$ cat config.mk
export PLATFORM = sky130hd
export DESIGN_NAME = bsm_session_monitor
export DESIGN_NICKNAME = d
export VERILOG_FILES = /design/src/common/bsm_pkg.sv /design/src/verilog/bsm_session_monitor.sv
export SDC_FILE = /design/constraint.sdc
export NUM_CORES = 1
export LEC_CHECK = 0
export BUFFER_PORTS_ARGS = -buffer_cell sky130_fd_sc_hd__buf_4
export CAP_MARGIN = 30
export CORE_MARGIN = 4
export CORE_UTILIZATION = 50
export CTS_CLUSTER_DIAMETER = 60
export DETAILED_ROUTE_END_ITERATION = 8
export GPL_TIMING_DRIVEN = 0
export PLACE_DENSITY = 0.79
export REMOVE_ABC_BUFFERS = 1
export SYNTH_ARGS = -nofsm -noshare
export SYNTH_HDL_FRONTEND = slang
export SYNTH_SLANG_ARGS = --single-unit
$ cat constraint.sdc
create_clock -name pclk -period 7.45 [get_ports pclk]
set_clock_uncertainty 0.2 [all_clocks]
set_input_delay 0.3725 -clock pclk [delete_from_list [all_inputs] [get_ports pclk]]
set_output_delay 0.3725 -clock pclk [all_outputs]
set_load 0.02 [all_outputs]
$ cat src/common/bsm_pkg.sv
// Operation
// - valid cc pdu clears missed count and sets cc received flag
// - with sampling on, store remote state, diag, multiplier per session side
// - received state, diag or multiplier differing from stored sets side change flag
// - cc pdu poll or final flag sets that side's poll or final seen flag
// - valid cv pdu clears missed count, sets cv flag, sink poll/final seen
// - enabled change, poll and final flags raise the interrupt
// - copy-all enables copy every valid cc, respectively cv, pdu to cpu
// - next-good request extracts the next valid pdu of that type
// - single-shot mode extracts only next matching pdu, else every match
// - param change extraction takes cc pdus whose parameters changed
// - poll and final extraction take valid pdus carrying those flags
// - rx error extraction sends failed pdus to cpu instead of discard
// - valid extracts go to cc or cv queue, invalid to error queue
// - coordinated tx pdu matches when its discriminator equals local source
// - independent mode matches source for near end, sink for far end
// - with tx rewrite on, unmatched tx pdu is discarded, flagged, optionally extracted to error queue
// - tx rewrite overwrites diag, state, multiplier with matched side local values
// - selected miss timer expiry increments missed count, readable by software
// - miss count is one bit wider than multiplier; three misses mean six
// - continuity lost when count reaches twice session multiplier, mode selects side
// - continuity state held, change flag set on change, interrupt if enabled
// - without discriminator checking every rx pdu belongs to near end side
// - separate 32-bit counters of transmitted cc and cv pdus
package bsm_pkg;
  localparam int unsigned STATE_W = 2;
  localparam int unsigned DIAG_W  = 5;
  localparam int unsigned MULT_W  = 8;
  localparam int unsigned MISS_W  = MULT_W + 1;
  localparam int unsigned STK_W   = 14;

  // register byte offsets
  localparam logic [7:0] OFS_CONFIG     = 8'h00;
  localparam logic [7:0] OFS_EXTRACT    = 8'h04;
  localparam logic [7:0] OFS_SRC_DISCR  = 8'h08;
  localparam logic [7:0] OFS_SINK_DISCR = 8'h0C;
  localparam logic [7:0] OFS_SRC_INFO   = 8'h10;
  localparam logic [7:0] OFS_SINK_INFO  = 8'h14;
  localparam logic [7:0] OFS_STICKY     = 8'h18;
  localparam logic [7:0] OFS_IRQ_ENA    = 8'h1C;
  localparam logic [7:0] OFS_STATUS     = 8'h20;
  localparam logic [7:0] OFS_CC_TX_CNT  = 8'h24;
  localparam logic [7:0] OFS_CV_TX_CNT  = 8'h28;

  // config fields
  localparam int unsigned CFG_SAMPLE   = 0;
  localparam int unsigned CFG_INDEP    = 1;
  localparam int unsigned CFG_DISCR_CK = 2;
  localparam int unsigned CFG_TX_RW    = 3;
  localparam int unsigned CFG_TSEL_LO  = 4;
  localparam int unsigned CFG_CC_COPY  = 6;
  localparam int unsigned CFG_CV_COPY  = 7;
  localparam int unsigned CFG_W        = 8;

  // extract fields
  localparam int unsigned EX_CC_NEXT = 0;
  localparam int unsigned EX_CV_NEXT = 1;
  localparam int unsigned EX_ONCE    = 2;
  localparam int unsigned EX_PARAM   = 3;
  localparam int unsigned EX_POLL    = 4;
  localparam int unsigned EX_FINAL   = 5;
  localparam int unsigned EX_RX_ERR  = 6;
  localparam int unsigned EX_TX_ERR  = 7;
  localparam int unsigned EX_W       = 8;

  // info word: local fields writable, remote fields read only
  localparam int unsigned INF_LSTATE = 0;
  localparam int unsigned INF_LDIAG  = 2;
  localparam int unsigned INF_LMULT  = 8;
  localparam int unsigned INF_RSTATE = 16;
  localparam int unsigned INF_RDIAG  = 18;
  localparam int unsigned INF_RMULT  = 24;

  // sticky bit positions
  localparam int unsigned STK_CC_RX      = 0;
  localparam int unsigned STK_CV_RX      = 1;
  localparam int unsigned STK_SRC_MULT   = 2;
  localparam int unsigned STK_SRC_STATE  = 3;
  localparam int unsigned STK_SRC_DIAG   = 4;
  localparam int unsigned STK_SRC_POLL   = 5;
  localparam int unsigned STK_SRC_FINAL  = 6;
  localparam int unsigned STK_SINK_MULT  = 7;
  localparam int unsigned STK_SINK_STATE = 8;
  localparam int unsigned STK_SINK_DIAG  = 9;
  localparam int unsigned STK_SINK_POLL  = 10;
  localparam int unsigned STK_SINK_FINAL = 11;
  localparam int unsigned STK_CONT_CHG   = 12;
  localparam int unsigned STK_TX_MISM    = 13;
  // bits that may drive the interrupt
  localparam logic [STK_W-1:0] IRQ_CAPABLE = 14'h1FFC;

  localparam int unsigned STATUS_LOST = 16;

  // cpu queue codes
  localparam logic [1:0] Q_CC  = 2'h0;
  localparam logic [1:0] Q_CV  = 2'h1;
  localparam logic [1:0] Q_ERR = 2'h2;

  // reset values
  localparam logic [CFG_W-1:0] CFG_RESET = 8'h00;
  localparam logic [EX_W-1:0]  EX_RESET  = 8'h00;
  localparam logic [31:0]      ZERO32    = 32'h0000_0000;
endpackage

$ cat src/verilog/bsm_session_monitor.sv
// The implementer's own choices: the register addresses and the APB interface to the registers.
`timescale 1ns/1ps
`default_nettype none
module bsm_session_monitor
  import bsm_pkg::*;
(
  // clock and reset
  input  wire logic                 pclk,
  input  wire logic                 presetn,
  // apb slave
  input  wire logic                 psel,
  input  wire logic                 penable,
  input  wire logic                 pwrite,
  input  wire logic [7:0]           paddr,
  input  wire logic [31:0]          pwdata,
  output logic      [31:0]          prdata,
  output logic                      pready,
  output logic                      pslverr,
  // received pdu from frame pipeline
  input  wire logic                 rx_pdu_valid,
  input  wire logic                 rx_pdu_ok,
  input  wire logic                 rx_pdu_is_cv,
  input  wire logic                 rx_pdu_far_end,
  input  wire logic [STATE_W-1:0]   rx_state,
  input  wire logic [DIAG_W-1:0]    rx_diag,
  input  wire logic [MULT_W-1:0]    rx_mult,
  input  wire logic                 rx_poll,
  input  wire logic                 rx_final,
  // rx extraction to cpu queues
  output logic                      rx_extract_valid,
  output logic      [1:0]           rx_extract_queue,
  // transmitted pdu in
  input  wire logic                 tx_pdu_valid,
  input  wire logic                 tx_pdu_is_cv,
  input  wire logic [31:0]          tx_my_discr,
  input  wire logic [STATE_W-1:0]   tx_state,
  input  wire logic [DIAG_W-1:0]    tx_diag,
  input  wire logic [MULT_W-1:0]    tx_mult,
  // transmitted pdu out
  output logic                      tx_out_valid,
  output logic                      tx_out_discard,
  output logic      [STATE_W-1:0]   tx_out_state,
  output logic      [DIAG_W-1:0]    tx_out_diag,
  output logic      [MULT_W-1:0]    tx_out_mult,
  output logic                      tx_extract_valid,
  // miss timers and interrupt
  input  wire logic [3:0]           miss_timer_expired,
  output logic                      irq
);

  function automatic logic [31:0] info_word(
    input logic [STATE_W-1:0] ls, input logic [DIAG_W-1:0] ld, input logic [MULT_W-1:0] lm,
    input logic [STATE_W-1:0] rs, input logic [DIAG_W-1:0] rd, input logic [MULT_W-1:0] rm);
    logic [31:0] w;
    w = ZERO32;
    w[INF_LSTATE +: STATE_W] = ls;
    w[INF_LDIAG  +: DIAG_W]  = ld;
    w[INF_LMULT  +: MULT_W]  = lm;
    w[INF_RSTATE +: STATE_W] = rs;
    w[INF_RDIAG  +: DIAG_W]  = rd;
    w[INF_RMULT  +: MULT_W]  = rm;
    return w;
  endfunction

  // registers; index 0 is source/near side, 1 is sink/far side
  logic [CFG_W-1:0]                 config_reg;
  logic [EX_W-1:0]                  extract_reg;
  logic [31:0]                      local_source_discriminator;
  logic [31:0]                      local_sink_discriminator;
  logic [1:0][STATE_W-1:0]          loc_state;
  logic [1:0][DIAG_W-1:0]           loc_diag;
  logic [1:0][MULT_W-1:0]           loc_mult;
  logic [1:0][STATE_W-1:0]          rem_state;
  logic [1:0][DIAG_W-1:0]           rem_diag;
  logic [1:0][MULT_W-1:0]           rem_mult;
  logic [STK_W-1:0]                 sticky;
  logic [STK_W-1:0]                 interrupt_enable_set;
  logic [MISS_W-1:0]                missed_pdu_count;
  logic                             continuity_lost_state;
  logic [31:0]                      cc_tx_count;
  logic [31:0]                      cv_tx_count;

  // apb decode
  wire        apb_setup  = psel & ~penable;
  wire        apb_commit = psel & penable & pready;
  wire        apb_wr     = apb_commit & pwrite;
  wire        hit_cfg    = (paddr == OFS_CONFIG);
  wire        hit_ext    = (paddr == OFS_EXTRACT);
  wire        hit_sdis   = (paddr == OFS_SRC_DISCR);
  wire        hit_kdis   = (paddr == OFS_SINK_DISCR);
  wire        hit_sinf   = (paddr == OFS_SRC_INFO);
  wire        hit_kinf   = (paddr == OFS_SINK_INFO);
  wire        hit_stk    = (paddr == OFS_STICKY);
  wire        hit_ien    = (paddr == OFS_IRQ_ENA);
  wire        hit_stat   = (paddr == OFS_STATUS);
  wire        hit_cctx   = (paddr == OFS_CC_TX_CNT);
  wire        hit_cvtx   = (paddr == OFS_CV_TX_CNT);
  wire        hit_any    = hit_cfg | hit_ext | hit_sdis | hit_kdis | hit_sinf | hit_kinf |
                           hit_stk | hit_ien | hit_stat | hit_cctx | hit_cvtx;
  wire [STK_W-1:0] stk_clear = (apb_wr & hit_stk) ? pwdata[STK_W-1:0] : '0;

  logic [31:0] rd_mux;
  always_comb begin
    rd_mux = ZERO32;
    if (hit_cfg) begin
      rd_mux[CFG_W-1:0] = config_reg;
    end else if (hit_ext) begin
      rd_mux[EX_W-1:0] = extract_reg;
    end else if (hit_sdis) begin
      rd_mux = local_source_discriminator;
    end else if (hit_kdis) begin
      rd_mux = local_sink_discriminator;
    end else if (hit_sinf) begin
      rd_mux = info_word(loc_state[0], loc_diag[0], loc_mult[0],
                         rem_state[0], rem_diag[0], rem_mult[0]);
    end else if (hit_kinf) begin
      rd_mux = info_word(loc_state[1], loc_diag[1], loc_mult[1],
                         rem_state[1], rem_diag[1], rem_mult[1]);
    end else if (hit_stk) begin
      rd_mux[STK_W-1:0] = sticky;
    end else if (hit_ien) begin
      rd_mux[STK_W-1:0] = interrupt_enable_set;
    end else if (hit_stat) begin
      rd_mux[MISS_W-1:0]  = missed_pdu_count;
      rd_mux[STATUS_LOST] = continuity_lost_state;
    end else if (hit_cctx) begin
      rd_mux = cc_tx_count;
    end else if (hit_cvtx) begin
      rd_mux = cv_tx_count;
    end
  end

  // receive side
  wire indep   = config_reg[CFG_INDEP];
  wire rx_far  = indep & config_reg[CFG_DISCR_CK] & rx_pdu_far_end;
  wire rx_side = rx_far;
  wire cc_ok   = rx_pdu_valid & rx_pdu_ok & ~rx_pdu_is_cv;
  wire cv_ok   = rx_pdu_valid & rx_pdu_ok & rx_pdu_is_cv;
  wire rx_bad  = rx_pdu_valid & ~rx_pdu_ok;
  wire chg_m   = rx_mult  != rem_mult[rx_side];
  wire chg_s   = rx_state != rem_state[rx_side];
  wire chg_d   = rx_diag  != rem_diag[rx_side];
  wire chg_any = chg_m | chg_s | chg_d;
  wire do_sample = cc_ok & config_reg[CFG_SAMPLE];

  // extraction criteria
  wire once      = extract_reg[EX_ONCE];
  wire hit_ccnx  = cc_ok & extract_reg[EX_CC_NEXT];
  wire hit_cvnx  = cv_ok & extract_reg[EX_CV_NEXT];
  wire hit_param = cc_ok & chg_any & extract_reg[EX_PARAM];
  wire hit_poll  = (cc_ok | cv_ok) & rx_poll & extract_reg[EX_POLL];
  wire hit_final = (cc_ok | cv_ok) & rx_final & extract_reg[EX_FINAL];
  wire hit_rxerr = rx_bad & extract_reg[EX_RX_ERR];
  wire hit_ccall = cc_ok & config_reg[CFG_CC_COPY];
  wire hit_cvall = cv_ok & config_reg[CFG_CV_COPY];
  wire rx_extract = hit_ccnx | hit_cvnx | hit_param | hit_poll | hit_final |
                    hit_rxerr | hit_ccall | hit_cvall;
  wire [1:0] rx_queue = rx_bad ? Q_ERR : (rx_pdu_is_cv ? Q_CV : Q_CC);

  // transmit side
  wire tx_rw     = config_reg[CFG_TX_RW];
  wire tx_src    = tx_my_discr == local_source_discriminator;
  wire tx_sink   = indep & ~tx_src & (tx_my_discr == local_sink_discriminator);
  wire tx_mism   = tx_pdu_valid & tx_rw & ~tx_src & ~tx_sink;
  wire tx_side   = tx_sink;
  wire hit_txerr = tx_mism & extract_reg[EX_TX_ERR];

  // clears from hardware on extraction
  logic [EX_W-1:0] ex_hw_clr;
  always_comb begin
    ex_hw_clr             = '0;
    ex_hw_clr[EX_CC_NEXT] = hit_ccnx;
    ex_hw_clr[EX_CV_NEXT] = hit_cvnx;
    ex_hw_clr[EX_PARAM]   = once & hit_param;
    ex_hw_clr[EX_POLL]    = once & hit_poll;
    ex_hw_clr[EX_FINAL]   = once & hit_final;
    ex_hw_clr[EX_RX_ERR]  = once & hit_rxerr;
    ex_hw_clr[EX_TX_ERR]  = once & hit_txerr;
  end
  // a software write in the same cycle re-arms: it wins
  wire [EX_W-1:0] next_extract = (apb_wr & hit_ext) ? pwdata[EX_W-1:0] : (extract_reg & ~ex_hw_clr);

  // continuity loss; counter ticks twice per rx interval so threshold is 2x multiplier
  wire               tick      = miss_timer_expired[config_reg[CFG_TSEL_LO +: 2]];
  wire [MULT_W-1:0]  loss_mult = indep ? rem_mult[1] : rem_mult[0];
  wire [MISS_W-1:0]  loss_lim  = {loss_mult, 1'b0};
  wire               miss_max  = &missed_pdu_count;
  wire [MISS_W-1:0]  next_missed_pdu_count =
      (cc_ok | cv_ok)    ? '0 :
      (tick & ~miss_max) ? missed_pdu_count + 1'b1 : missed_pdu_count;
  wire next_lost = (loss_mult != '0) & (missed_pdu_count >= loss_lim);

  // sticky events
  logic [STK_W-1:0] stk_set;
  always_comb begin
    stk_set                 = '0;
    stk_set[STK_CC_RX]      = cc_ok;
    stk_set[STK_CV_RX]      = cv_ok;
    stk_set[STK_SRC_MULT]   = cc_ok & ~rx_far & chg_m;
    stk_set[STK_SRC_STATE]  = cc_ok & ~rx_far & chg_s;
    stk_set[STK_SRC_DIAG]   = cc_ok & ~rx_far & chg_d;
    stk_set[STK_SINK_MULT]  = cc_ok & rx_far & chg_m;
    stk_set[STK_SINK_STATE] = cc_ok & rx_far & chg_s;
    stk_set[STK_SINK_DIAG]  = cc_ok & rx_far & chg_d;
    stk_set[STK_SRC_POLL]   = cc_ok & ~rx_far & rx_poll;
    stk_set[STK_SRC_FINAL]  = cc_ok & ~rx_far & rx_final;
    stk_set[STK_SINK_POLL]  = ((cc_ok & rx_far) | cv_ok) & rx_poll;
    stk_set[STK_SINK_FINAL] = ((cc_ok & rx_far) | cv_ok) & rx_final;
    stk_set[STK_CONT_CHG]   = next_lost != continuity_lost_state;
    stk_set[STK_TX_MISM]    = tx_mism;
  end
  // set wins over a clear in the same cycle
  wire [STK_W-1:0] next_sticky = (sticky & ~stk_clear) | stk_set;
  wire             next_irq    = |(next_sticky & interrupt_enable_set & IRQ_CAPABLE);

  // apb slave
  always_ff @(posedge pclk or negedge presetn) begin
    if (!presetn) begin
      pready  <= 1'b0;
      pslverr <= 1'b0;
      prdata  <= ZERO32;
    end else begin
      pready  <= apb_setup;
      pslverr <= apb_setup & ~hit_any;
      prdata  <= (apb_setup & ~pwrite) ? rd_mux : ZERO32;
    end
  end

  // configuration
  always_ff @(posedge pclk or negedge presetn) begin
    if (!presetn) begin
      config_reg                 <= CFG_RESET;
      extract_reg                <= EX_RESET;
      local_source_discriminator <= ZERO32;
      local_sink_discriminator   <= ZERO32;
      interrupt_enable_set       <= '0;
    end else begin
      extract_reg <= next_extract;
      if (apb_wr & hit_cfg) begin
        config_reg <= pwdata[CFG_W-1:0];
      end
      if (apb_wr & hit_sdis) begin
        local_source_discriminator <= pwdata;
      end
      if (apb_wr & hit_kdis) begin
        local_sink_discriminator <= pwdata;
      end
      if (apb_wr & hit_ien) begin
        interrupt_enable_set <= pwdata[STK_W-1:0];
      end
    end
  end

  // session info: local by software, remote by sampling
  always_ff @(posedge pclk or negedge presetn) begin
    if (!presetn) begin
      loc_state <= '0;
      loc_diag  <= '0;
      loc_mult  <= '0;
      rem_state <= '0;
      rem_diag  <= '0;
      rem_mult  <= '0;
    end else begin
      if (apb_wr & hit_sinf) begin
        loc_state[0] <= pwdata[INF_LSTATE +: STATE_W];
        loc_diag[0]  <= pwdata[INF_LDIAG  +: DIAG_W];
        loc_mult[0]  <= pwdata[INF_LMULT  +: MULT_W];
      end
      if (apb_wr & hit_kinf) begin
        loc_state[1] <= pwdata[INF_LSTATE +: STATE_W];
        loc_diag[1]  <= pwdata[INF_LDIAG  +: DIAG_W];
        loc_mult[1]  <= pwdata[INF_LMULT  +: MULT_W];
      end
      if (do_sample) begin
        rem_state[rx_side] <= rx_state;
        rem_diag[rx_side]  <= rx_diag;
        rem_mult[rx_side]  <= rx_mult;
      end
    end
  end

  // status, counters, interrupt
  always_ff @(posedge pclk or negedge presetn) begin
    if (!presetn) begin
      sticky                <= '0;
      missed_pdu_count      <= '0;
      continuity_lost_state <= 1'b0;
      cc_tx_count           <= ZERO32;
      cv_tx_count           <= ZERO32;
      irq                   <= 1'b0;
    end else begin
      sticky                <= next_sticky;
      missed_pdu_count      <= next_missed_pdu_count;
      continuity_lost_state <= next_lost;
      irq                   <= next_irq;
      if (tx_pdu_valid & ~tx_mism & ~tx_pdu_is_cv) begin
        cc_tx_count <= cc_tx_count + 32'h0000_0001;
      end
      if (tx_pdu_valid & ~tx_mism & tx_pdu_is_cv) begin
        cv_tx_count <= cv_tx_count + 32'h0000_0001;
      end
    end
  end

  // rx extraction and tx rewrite outputs
  always_ff @(posedge pclk or negedge presetn) begin
    if (!presetn) begin
      rx_extract_valid <= 1'b0;
      rx_extract_queue <= Q_CC;
      tx_out_valid     <= 1'b0;
      tx_out_discard   <= 1'b0;
      tx_out_state     <= '0;
      tx_out_diag      <= '0;
      tx_out_mult      <= '0;
      tx_extract_valid <= 1'b0;
    end else begin
      rx_extract_valid <= rx_extract;
      rx_extract_queue <= rx_queue;
      tx_out_valid     <= tx_pdu_valid & ~tx_mism;
      tx_out_discard   <= tx_mism;
      tx_extract_valid <= hit_txerr;
      tx_out_state     <= tx_rw ? loc_state[tx_side] : tx_state;
      tx_out_diag      <= tx_rw ? loc_diag[tx_side]  : tx_diag;
      tx_out_mult      <= tx_rw ? loc_mult[tx_side]  : tx_mult;
    end
  end

endmodule // bsm_session_monitor
`default_nettype wire

==> impl_metrics.yaml <==
outcome:
  status: "completed"
sta:
  layout_setup_ws_ns: 3.277
  worst_hold_slack_ns: 0.02877
  tightestPinTransition_ns: 1.090
  fin_crit_sh_pct: 56.01
  relSlewSlack_pct: 27.15
  max_freq_mhz: 239.7
  finalSetupViolations: 0
  fin_tns_setup_ns: 0
  slew_violations: 0
  min_period_ns: 4.173
  rsz0062_at_grt: "no"
  finalHoldViolations: 0
finish:
  postLayoutCellArea_um2: 18810
  area_growth_pct: 24.40
  layout_commonest_cell: "dfrtp_1"
  final_cell_mix: "dfrtp_1 (298), buf_4 (174), mux2_2 (158)"
  multi_input_area_um2: 7363
  diodes: 0
  fin_util_pct: 63.29
  drive_gt1_share_pct: 25.92
  fillerInstances: 2168
  nets: 1734
  area.sequential_um2: 7457
  final-instance-count-excl-fill: 2014
floorplanning:
  die_h_um: 181.9
  io_pins: 175
  die_w_um: 181.9
  core_um2: 29720
  start_util_pct: 50.88
  rows: 63
  die_area_um2: 33090
min_path:
  hold_depth: 2
  min_to: "pready$_DFF_PN0_"
  min_from: "psel"
  hold_class: "in -> reg"
place:
  io_buffers: 174
  hpwl_um: 33080
  placed_cell_area_um2: 16990
  dp_cells: 1885
  gp_congestion: 0.9155
  pre_cts_ws_ns: 3.186
pwr:
  irDropWorstVdd_v: 0.0001196
  p_leak_nw: 8.758
  p_per_area_nw_per_um2: 201.5
  total_power_mw: 3.790
clocking:
  clk_latency_ns: 0.52
  clock_path_buffers: 3
  ctsResizeCount: 0
  root_buffer: "clkbuf_16"
  cts_sinks: 298
  cts_tree: "done"
  cts.htree.levels: 2
  cts_buffers: 34
  clk_pin_slew_ns: 0.06
critical_path:
  cp.arrival_ns: 4.35
  path_max_fanout: 14
  critPathLaunchType: "flop"
  r2r_end: "irq$_DFF_PN0_"
  r2r_slack_ns: 3.28
  timing.rr.start: "config_reg[1]$_DFFE_PN0P_"
  worstPathRequired_ns: 7.63
  crit_slowest_cell: "dfrtp_1"
  cp_cell_sequence: "and3_1 -> buf_8 -> mux2i_1 -> xnor2_1 -> nor4_1 -> nand2_1 -> a221o_1 -> a211o_1"
  cpPeakStageDelay_ns: 0.92
  worst-r2r-cell-count: 8
  worstSetupPathType: "reg -> reg"
  worstSetupEndpointType: "flop"
synth:
  synth_ff_type: "dfrtp_1"
  synth_seq_cells: 298
  synth_edf_count: 0
  ys_seq_area_share_pct: 49.32
  synthDistinctLibCells: 64
  synth.cell_area_um2: 15120
  syn_inst: 1377
  ys.warnings.count: 0
  synth_area_per_cell_um2: 10.98
  synth-async-reset-ratio_pct: 100.0
grt:
  use_met2_pct: 46.36
  overflow: 0
  antenna_found_initial: 1
  grtUsageTotal_pct: 28.34
  grt_use_met3_pct: 5.589
  grt_pass1_vias: 12910
  grt_max_degree: 123
  grt_pass1_wl_um: 74000
  grt_use_met1_pct: 36.79
  top_usage_layer: "met2"
run:
  cap_violations: 0
routing:
  wirelength_um: 48210
  avgViaCountPerCell: 6.365
  routedWlPerCell_um: 23.94
  drt_iter0_drc: 1457
  remaining_drc_errors: 0
  firstDrtPassIters: 6
  vias: 12820
  postRouteAntennaNets: 0
[per-layer routing]
metal	vias to the layer above	part of all wire (%)
met3	194	8.9
met2	763	47
met4	2	4.9
met5	-	0.035
li1	5476	-
met1	6385	39
[layout make-up]
| type | count | share of cell area (%) |
|---|---|---|
| Sequential cell | 298 | 39.65 |
| Multi-Input combinational cell | 992 | 39.15 |
| Timing Repair Buffer | 266 | 12.64 |
| Clock buffer | 48 | 5.182 |
| Tap cell | 390 | 2.594 |
| Clock inverter | 9 | 0.5655 |
| Inverter | 11 | 0.2195 |
[Yosys cell counts (all sizes together) (12+ instances only)]
cell type / count / area share (%)
nand2: 120 / 3.0
mux2i: 48 / 3.2
a221o: 21 / 1.4
o21a: 21 / 1.0
nor3: 27 / 0.93
and2: 12 / 0.50
dfrtp: 298 / 49
nand4: 26 / 1.1
a221oi: 20 / 1.2
nor4: 27 / 1.2
buf: 12 / 0.37
ha: 12 / 0.99
a21oi: 63 / 2.1
o21ai: 51 / 1.7
and3: 20 / 0.83
clkbuf: 64 / 1.6
nand3: 40 / 1.3
nor2: 59 / 1.5
xnor2: 57 / 3.3
xor2: 90 / 5.2
mux2: 158 / 12
a22oi: 12 / 0.60
nor2b: 12 / 0.50
[timing repair]
item	CTS	global route
endpoints found under the hold margin	281	0
setup buffers	0	0
hold buffers	70	0
[power breakdown]
group          total, mW  switching [mW]  leakage [nW]  internal (mW)
sequential          1.73          0.0608          4.04           1.67
clock               1.65           0.668         0.534          0.981
combinational      0.409           0.238          4.19          0.171
[logic make-up after synthesis]
logic type / Yosys count / synth area share, %
simple gates: 376 / 12.55
flops: 298 / 49.32
compound gates: 250 / 11.30
mux: 207 / 15.09
xor+xnor: 147 / 8.515
buf+inv: 87 / 2.234
fa+ha+maj: 12 / 0.9930
[critical path, delay by kind of cell (launching register included)]
family	cells	cell delay [ns]
AOI/OAI and AO/OA	2	0.70
xor gates and xnor gates	1	0.10
buffers and inverters	1	0.24
DFF	1	0.92
muxes	1	0.25
and+or+nand+nor	3	1.60
[worst max path at each step]
| stage | startpoint | end | slack [ns] |
|---|---|---|---|
| floorplan | paddr[7] | prdata[6]$_DFF_PN0_ | 3.53 |
| global placement | paddr[2] | prdata[6]$_DFF_PN0_ | 0.29 |
| detailed placement | paddr[2] | loc_mult[9]$_DFFE_PN0P_ | 3.19 |
| CTS | config_reg[1]$_DFFE_PN0P_ | irq$_DFF_PN0_ | 3.44 |
| global route | config_reg[1]$_DFFE_PN0P_ | irq$_DFF_PN0_ | 3.21 |
| finish | config_reg[1]$_DFFE_PN0P_ | irq$_DFF_PN0_ | 3.28 |
(Power assumes the default switching activity.)
